[config.mk]
export PLATFORM = sky130hd
export DESIGN_NAME = dcsd_top
export DESIGN_NICKNAME = d
export VERILOG_FILES = /design/src/dcsd_top.v /design/src/dcsd_sync2.v /design/src/dcsd_divider.v
export VERILOG_INCLUDE_DIRS = /design/src /design/src/src
export SDC_FILE = /design/constraint.sdc
export NUM_CORES = 1
export LEC_CHECK = 0
export ABC_AREA = 0
export BUFFER_PORTS_ARGS = -buffer_cell sky130_fd_sc_hd__buf_2
export CAP_MARGIN = 5
export CELL_PAD_IN_SITES_DETAIL_PLACEMENT = 0
export CELL_PAD_IN_SITES_GLOBAL_PLACEMENT = 2
export CORE_MARGIN = 8
export CORE_UTILIZATION = 39
export CTS_BUF_LIST = sky130_fd_sc_hd__clkbuf_16
export CTS_CLUSTER_SIZE = 16
export DETAILED_ROUTE_END_ITERATION = 7
export GPL_TIMING_DRIVEN = 0
export PLACE_DENSITY = 0.94
export SLEW_MARGIN = 25
export SYNTH_ARGS = -nofsm -noshare
export SYNTH_HDL_FRONTEND = slang
export SYNTH_HIERARCHICAL = 1
export SYNTH_SLANG_ARGS = --single-unit
[constraint.sdc]
create_clock -name CLK -period 3.1 [get_ports CLK]
set_input_delay 0.465 -clock CLK [delete_from_list [all_inputs] [get_ports CLK]]
set_output_delay 0.465 -clock CLK [all_outputs]
set_load 0.02 [all_outputs]
[src/dcsd_consts.vh]
// Constants for the dot clock select and divider block.
// Behaviour
// - Input clock zero is the source after reset.
// - Codes 0, 1, 2 pick single-ended inputs.
// - Codes 3 and 4 pick one dual-mode leg.
// - Code 8 picks the differential dual-mode pair.
// - Input select bits 7 to 4 are ignored.
// - Selected input passes undivided as dot clock.
// - Bits 5:3 divide video clock by 1 to 32.
// - Video code 11x parks output high, default.
// - Bits 2:0 divide shift clock by 1 to 32.
// - Shift code 11x parks output low, default.
// - Register value is video code times eight plus shift.
// - Output select bits 7 and 6 are ignored.
// - New clocks need 30 ns to settle.
// - One shared counter drives both outputs.
// - Enabled video clock stays in phase with shift.
// - Bits 5,4,2,1 all one clears the counter.
// - Every reset parks both clocks, clears counter.
`ifndef DCSD_CONSTS_VH
`define DCSD_CONSTS_VH
// ===========================================================
// Register select codes
`define DCSD_SEL_IN_CLK 4'h9
`define DCSD_SEL_OUT_CLK 4'ha
// ===========================================================
// Reset values and field positions
`define DCSD_IN_RESET 8'h00
`define DCSD_OUT_RESET 8'h36
`define DCSD_VID_MSB 5
`define DCSD_VID_LSB 3
`define DCSD_SHF_MSB 2
`define DCSD_SHF_LSB 0
// ===========================================================
// Input source codes
`define DCSD_SRC_ZERO 4'h0
`define DCSD_SRC_ONE 4'h1
`define DCSD_SRC_TWO 4'h2
`define DCSD_SRC_LEG_A 4'h3
`define DCSD_SRC_LEG_B 4'h4
`define DCSD_SRC_DIFF 4'h8
// ===========================================================
// Settling time
`define DCSD_SETTLE_NS 30
`define DCSD_CLK_MHZ 50
`define DCSD_SETTLE_CYC ((`DCSD_SETTLE_NS * `DCSD_CLK_MHZ + 999) / 1000)
`endif

[src/dcsd_top.v]
// Top of the dot clock select and divider block.
`include "dcsd_consts.vh"
`default_nettype none
module dcsd_top (
  // Clock and reset.
  input wire CLK,
  input wire RESET_N,
  // Clock inputs from pins.
  input wire CLOCK_INPUT_ZERO,
  input wire CLOCK_INPUT_ONE,
  input wire CLOCK_INPUT_TWO,
  input wire DUAL_MODE_CLOCK_INPUT_P,
  input wire DUAL_MODE_CLOCK_INPUT_N,
  // Host register port.
  input wire [3:0] REGISTER_SELECT,
  input wire WR_N,
  input wire RD_N,
  input wire [7:0] DATA_IN,
  output reg [7:0] DATA_OUT,
  output reg DATA_OE,
  // Generated clocks.
  output reg PIXEL_DOT_CLOCK,
  output reg SHIFT_CLOCK_OUT,
  output reg VIDEO_CLOCK_OUT,
  output reg CLOCKS_STABLE
);
  // ===========================================================
  // Pin synchronisers
  wire c0_s, c1_s, c2_s, dp_s, dn_s, wr_s, rd_s;
  dcsd_sync2 u_s0 (.CLK(CLK), .RESET_N(RESET_N), .d(CLOCK_INPUT_ZERO), .q(c0_s));
  dcsd_sync2 u_s1 (.CLK(CLK), .RESET_N(RESET_N), .d(CLOCK_INPUT_ONE), .q(c1_s));
  dcsd_sync2 u_s2 (.CLK(CLK), .RESET_N(RESET_N), .d(CLOCK_INPUT_TWO), .q(c2_s));
  dcsd_sync2 u_sp (.CLK(CLK), .RESET_N(RESET_N), .d(DUAL_MODE_CLOCK_INPUT_P), .q(dp_s));
  dcsd_sync2 u_sn (.CLK(CLK), .RESET_N(RESET_N), .d(DUAL_MODE_CLOCK_INPUT_N), .q(dn_s));
  // Strobes are active low; idle high after reset is emulated by inverting.
  dcsd_sync2 u_sw (.CLK(CLK), .RESET_N(RESET_N), .d(~WR_N), .q(wr_s));
  dcsd_sync2 u_sr (.CLK(CLK), .RESET_N(RESET_N), .d(~RD_N), .q(rd_s));
  // Select lines and write data pass two flops as well, so they line up with the strobes.
  reg [3:0] sel_m_ff;
  reg [3:0] sel_ff;
  reg [7:0] din_m_ff;
  reg [7:0] din_ff;
  always @(posedge CLK)
  begin
    if (!RESET_N)
    begin
      sel_m_ff <= 4'h0;
      sel_ff <= 4'h0;
      din_m_ff <= 8'h00;
      din_ff <= 8'h00;
    end
    else
    begin
      sel_m_ff <= REGISTER_SELECT;
      sel_ff <= sel_m_ff;
      din_m_ff <= DATA_IN;
      din_ff <= din_m_ff;
    end
  end
  // ===========================================================
  // Register port
  reg [7:0] in_sel_ff;
  reg [7:0] out_sel_ff;
  reg wr_d_ff;
  reg [1:0] settle_ff;
  wire wr_rise;
  assign wr_rise = wr_s & ~wr_d_ff;
  // Writes land on the synchronised strobe edge; full byte kept.
  always @(posedge CLK)
  begin
    if (!RESET_N)
    begin
      in_sel_ff <= `DCSD_IN_RESET;
      out_sel_ff <= `DCSD_OUT_RESET;
      wr_d_ff <= 1'b0;
    end
    else
    begin
      wr_d_ff <= wr_s;
      if (wr_rise)
      begin
        // Register select decode.
        if (sel_ff == `DCSD_SEL_IN_CLK)
          in_sel_ff <= din_ff;
        else if (sel_ff == `DCSD_SEL_OUT_CLK)
          out_sel_ff <= din_ff;
      end
    end
  end
  // Read data; other select codes belong elsewhere and read zero.
  always @(posedge CLK)
  begin
    if (!RESET_N)
    begin
      DATA_OUT <= 8'h00;
      DATA_OE <= 1'b0;
    end
    else
    begin
      DATA_OE <= rd_s;
      if (sel_ff == `DCSD_SEL_IN_CLK)
        DATA_OUT <= in_sel_ff;
      else if (sel_ff == `DCSD_SEL_OUT_CLK)
        DATA_OUT <= out_sel_ff;
      else
        DATA_OUT <= 8'h00;
    end
  end
  // ===========================================================
  // Source selection
  reg src_lvl;
  // Only the low nibble decodes; unknown codes give a quiet low.
  always @*
  begin
    case (in_sel_ff[3:0])
      `DCSD_SRC_ZERO: src_lvl = c0_s;
      `DCSD_SRC_ONE: src_lvl = c1_s;
      `DCSD_SRC_TWO: src_lvl = c2_s;
      `DCSD_SRC_LEG_A: src_lvl = dp_s;
      `DCSD_SRC_LEG_B: src_lvl = dn_s;
      `DCSD_SRC_DIFF: src_lvl = dp_s & ~dn_s;
      default: src_lvl = 1'b0;
    endcase
  end
  reg src_d_ff;
  wire dot_edge;
  assign dot_edge = src_lvl & ~src_d_ff;
  // ===========================================================
  // Shared counter
  wire [4:0] count;
  dcsd_divider u_div (
    .CLK(CLK),
    .RESET_N(RESET_N),
    .dot_edge(dot_edge),
    .out_sel(out_sel_ff),
    .count_ff(count)
  );
  // Divided level for a code: code 0 follows the dot clock, else a counter bit.
  function tap;
    input [2:0] code;
    input [4:0] cnt;
    input dot;
    begin
      case (code)
        3'h0: tap = dot;
        3'h1: tap = cnt[0];
        3'h2: tap = cnt[1];
        3'h3: tap = cnt[2];
        3'h4: tap = cnt[3];
        default: tap = cnt[4];
      endcase
    end
  endfunction
  wire vid_park, shf_park;
  assign vid_park = out_sel_ff[5] & out_sel_ff[4];
  assign shf_park = out_sel_ff[2] & out_sel_ff[1];
  // ===========================================================
  // Output registers
  // Both taps share one counter so enabled edges line up.
  always @(posedge CLK)
  begin
    if (!RESET_N)
    begin
      src_d_ff <= 1'b0;
      PIXEL_DOT_CLOCK <= 1'b0;
      VIDEO_CLOCK_OUT <= 1'b1;
      SHIFT_CLOCK_OUT <= 1'b0;
    end
    else
    begin
      src_d_ff <= src_lvl;
      PIXEL_DOT_CLOCK <= src_lvl;
      if (vid_park)
        VIDEO_CLOCK_OUT <= 1'b1;
      else
        // Divide by one uses the delayed level so it moves on the same edge as counter taps.
        VIDEO_CLOCK_OUT <= tap(out_sel_ff[5:3], count, src_d_ff);
      if (shf_park)
        SHIFT_CLOCK_OUT <= 1'b0;
      else
        SHIFT_CLOCK_OUT <= tap(out_sel_ff[2:0], count, src_d_ff);
    end
  end
  // ===========================================================
  // Settling indicator
  // Clocks are flagged unstable for the settle time after any selection write.
  always @(posedge CLK)
  begin
    if (!RESET_N)
    begin
      settle_ff <= 2'h0;
      CLOCKS_STABLE <= 1'b0;
    end
    else if (wr_rise && (sel_ff == `DCSD_SEL_IN_CLK ||
                         sel_ff == `DCSD_SEL_OUT_CLK))
    begin
      settle_ff <= 2'h0;
      CLOCKS_STABLE <= 1'b0;
    end
    else if (settle_ff != `DCSD_SETTLE_CYC)
    begin
      settle_ff <= settle_ff + 2'h1;
      CLOCKS_STABLE <= 1'b0;
    end
    else
      CLOCKS_STABLE <= 1'b1;
  end
endmodule
`default_nettype wire

[src/dcsd_sync2.v]
// Two flip-flop synchroniser for a pin level.
`default_nettype none
module dcsd_sync2 (
  input wire CLK,
  input wire RESET_N,
  input wire d,
  output reg q
);
  reg meta_ff;
  // First stage feeds only the second stage.
  always @(posedge CLK)
  begin
    if (!RESET_N)
    begin
      meta_ff <= 1'b0;
      q <= 1'b0;
    end
    else
    begin
      meta_ff <= d;
      q <= meta_ff;
    end
  end
endmodule
`default_nettype wire

[src/dcsd_divider.v]
// Shared dot clock counter for the shift and video taps.
`default_nettype none
module dcsd_divider (
  input wire CLK,
  input wire RESET_N,
  input wire dot_edge,
  input wire [7:0] out_sel,
  output reg [4:0] count_ff
);
  wire park_all;
  // All four park bits set hold the counter at zero for phase alignment.
  assign park_all = out_sel[5] & out_sel[4] & out_sel[2] & out_sel[1];
  // One counter advances on each dot clock rising edge.
  always @(posedge CLK)
  begin
    if (!RESET_N)
      count_ff <= 5'h00;
    else if (park_all)
      count_ff <= 5'h00;
    else if (dot_edge)
      count_ff <= count_ff + 5'h01;
  end
endmodule
`default_nettype wire

==> run summary <==
Summing the areas of all compound-gate instances in the mapped netlist gives 10.6% of the synthesized area. The achievable clock frequency was 0.555 GHz. Leading register cell type out of synthesis: dfxtp_1. At the end of the flow, the number of nets in the layout was 315. Detailed placement ended at an HPWL of 3410 µm. The wire length of the first global-routing pass was 8070 µm; the routed length per instance was 12.5 µm. For the total leakage power, the log shows 1.25 nW. The netlist area before placement came out at 0.00263 mm². After global routing, the most crowded layer is met2. Global routing used 10.5% of the available tracks across all layers. The floorplan has 30 rows. The clock-pin slew on the worst setup and hold paths was 0.06 ns. TritonCTS built the clock tree. Relative to the synthesized area, the layout overhead comes to 21.3%. Of the total synthesized cell area, the portion taken by full adders, half adders and majority gates is 0.952%. The period utilization is 58.1%, and the final antenna-violating net count is 0. Setup repair after global routing left no endpoint under its margin. The core region is 0.00664 mm². The die covers 0.00962 mm². The logs give 0 for the reported max-cap violation count and 2 for the worst-case clock buffer depth.

STA classifies the critical path startpoint as a register. The ratio of routed vias to standard cells came out at 4.72. For this design, the CTS-stage hold fixing added 0 buffers. The number of enable flip-flop cells after synthesis is 0.

The run gives 2.02 ns as the critical path data arrival time. In this run the cell area measured after placement is 0.00289 mm². The horizontal extent of the die works out to 98.1 µm. Vias after detailed routing: 1781. The final weighted congestion in routability-driven placement came out at 0.811. The highest ir drop seen on vdd was 0.388 mV. The required time of the critical path was 3.32 ns. The run gives 248 as the number of cells produced by synthesis.

After synthesis, the share of flip-flops with an asynchronous set or reset is 0%. Counting every net in the synthesized netlist gives 271. The basic-gate share of the synthesized area counting and, or, nand and nor cells came out at 23.3%. The total buffers and inverters traversed by the critical path was 0; the tightest slew margin relative to the limit was 57.2%. The final-layout worst hold slack is 0.343 ns. The share of the Yosys chip area taken by registers is 57.1%. Global routing finished with a remaining overflow of 0.

The number of setup buffers added after CTS is 0. After synthesis, the largest family of logic cells by area is simple AND/OR/NAND/NOR gates. The tools report the number of antenna violations at the first check in global routing as 0. After filler insertion, the fill cell instance count of the layout stands at 646.

The top-level I/O count is 34. During synthesis, Yosys emitted a total of 6 warnings. Classification of the worst setup path: reg2reg.

The H-tree depth came out at 3. Worst min-delay path class: in2reg. In the global route stage, met3 resource usage came out at 3.70%. The final period demand of the worst path is 1.80 ns.

The mux contribution to synthesized area was 3.29%; the met2 track demand over resource was 14.9%. The parity-gate share of the synthesized area counting xor and xnor cells came out at 1.67%. Along the worst path, the maximum fanout reaches 7.

For this design, the sink count on the clock tree is 75. On the worst path, the slowest cell contributes a delay of 0.55 ns. The worst-skew pair later-pin latency was 0.33 ns; the number of buffers created by CTS was 9. Broken down by cell family, the worst path's largest delay share belongs to simple AND/OR/NAND/NOR gates. The tools report the critical path endpoint category as a register. The power density of the placed cells works out to 663 mW/mm².

The via count of the first global-routing pass came out at 1691. Entering global routing, the biggest net connects 19 pins. The tools report the number of setup violations in the final report as 0. The master of the slowest instance on the critical path was nor3_1.

The actual transition at the worst max-transition pin came out at 0.637 ns. The initial core utilization is 39.5%, and the total of flip-flops plus latches after synthesis is 75. The number of buffers inserted by port buffering was 33. The run gives 0 as the number of pins with negative max-slew slack in the final report.

After detailed routing, the number of remaining DRC violations is 0. The largest clock skew in the final design is 0.00630 ns. The die span in y came out at 98.1 µm. In this run, distinct cell masters in the synthesized netlist total 36.

After routing the design area is 0.00319 mm². For this run, global-route usage on met1 was measured as 13.4%. Initial DRC count: 113. The tools report the length of the first detailed-routing pass in iterations as 4.

The signal on the critical path passes through and4bb_2, a221oi_2, nor3_1, nand4_1, xor2_1, nor2_1. Average size of a mapped cell: 10.6 µm². The repair_antennas step left the layout with diodes totalling 0. The number of resized instances in the post-cts repair step is 0. The run gives 4710 µm as the wire length after detailed routing. The tools report the total count of hold-check failures in the final report as 0. The run finished with clean final reports.

Adding up every negative setup slack in the final design gives 0 ns. The tools report the cell at the root of the clock tree as clkbuf_16. Ratio of cells with drive above 1 in the final layout: 20.9%.
==> cells in the mapped netlist (4+ instances only) <==
library cell  count  area share, %
dfxtp_1          75             57
nor2_1            7            1.0
a22oi_1           8            2.3
nand3_1          21            4.0
o21ai_0          18            3.4
a21boi_0          6            1.7
a21boi_1          6            1.7
nor2b_1          10            2.4
nand2b_1          4           0.95
and2_1           40            9.5
buf_2             5           0.95
clkbuf_1          5           0.71
==> layout make-up <==
cell class | instances | area (µm²) | area share [%]
Sequential cell | 75 | 1500 | 47.1
Multi-Input combinational cell | 157 | 1050 | 32.9
Clock buffer | 9 | 225 | 7.07
Timing Repair Buffer | 33 | 165 | 5.18
Tap cell | 80 | 100 | 3.14
Clock inverter | 7 | 68.8 | 2.16
Buffer | 13 | 67.6 | 2.12
Inverter | 3 | 11.3 | 0.353
==> final timing paths <==
kind,startpoint,end,slack [ns],cells past startpoint
setup / recovery,in_sel_ff[3],u_div/count_ff[4],1.30,6
hold / removal,DATA_IN[2],din_m_ff[2],0.34,2
setup reg to reg,in_sel_ff[3],u_div/count_ff[4],1.30,6
hold reg to reg,u_sp/meta_ff,u_sp/q,0.42,1
==> cell families (layout without fill, tap and decap cells) <==
| group | Yosys count | count (layout) |
|---|---|---|
| and+or+nand+nor | 101 | 101 |
| DFF | 75 | 75 |
| AOI/OAI and AO/OA | 43 | 43 |
| buffers and inverters | 16 | 65 |
| muxes | 6 | 6 |
| xor gates and xnor gates | 5 | 5 |
| adders and majority gates | 2 | 2 |
==> metrics by stage <==
step           total power [W]  util [%]  setup WS [ns]  instances
3_5_place_dp           0.00114      43.5           1.30        361
3_3_place_gp           0.00114      43.5           1.31        361
5_1_grt                0.00220      48.0           1.12        377
6_report               0.00211      48.0           1.30        377
4_1_cts                0.00213      48.0           1.29        377
2_1_floorplan          0.00111         -           1.51        248
==> flip-flops by register name (all words and copies together), names as in the netlist, 2 cells and up <==
| signal | flops |
|---|---|
| out_sel_ff | 8 |
| din_m_ff | 8 |
| din_ff | 8 |
| sel_ff | 4 |
| DATA_OUT | 8 |
| u_div/count_ff | 5 |
| in_sel_ff | 8 |
| sel_m_ff | 4 |
| settle_ff | 2 |
==> metal layers <==
metal / vias up / routed length (µm)
met2: 37 / 2040
met5: - / 0
met1: 797 / 2340
met3: 8 / 245
li1: 939 / -
met4: 0 / 88
==> report_power, final <==
part,internal (W),switching [W],total (W)
Clock,0.000618,0.000378,0.000995
Sequential,0.00100,0.0000151,0.00102
Combinational,0.0000534,0.0000471,0.000101
Total,0.00167,0.000440,0.00211
==> cells in the final DEF (no fill, tap or decap), types with 2 or more instances in the layout <==
| master | synthesis | routed |
|---|---|---|
| dfxtp_1 | 75 | 75 |
| and2_1 | 40 | 40 |
| buf_2 | 5 | 38 |
| nand3_1 | 21 | 21 |
| o21ai_0 | 18 | 18 |
| nor2b_1 | 10 | 10 |
| clkbuf_16 | 0 | 9 |
| a22oi_1 | 8 | 8 |
| nor2_1 | 7 | 7 |
| a21boi_1 | 6 | 6 |
| a21boi_0 | 6 | 6 |
| clkbuf_1 | 5 | 5 |
| nand2b_1 | 4 | 4 |
| inv_1 | 3 | 3 |
| and4bb_2 | 3 | 3 |
| mux2i_1 | 3 | 3 |
| and3_1 | 3 | 3 |
| nand2_1 | 3 | 3 |
| clkinvlp_4 | 0 | 3 |
| nand4_1 | 3 | 3 |
| xor2_1 | 3 | 3 |
| nand3b_1 | 2 | 2 |
| mux4_2 | 2 | 2 |
| o21ai_1 | 2 | 2 |
| xnor2_1 | 2 | 2 |
| ha_1 | 2 | 2 |
| clkinv_1 | 0 | 2 |
Note: power is estimated with default switching activity, not from simulation.
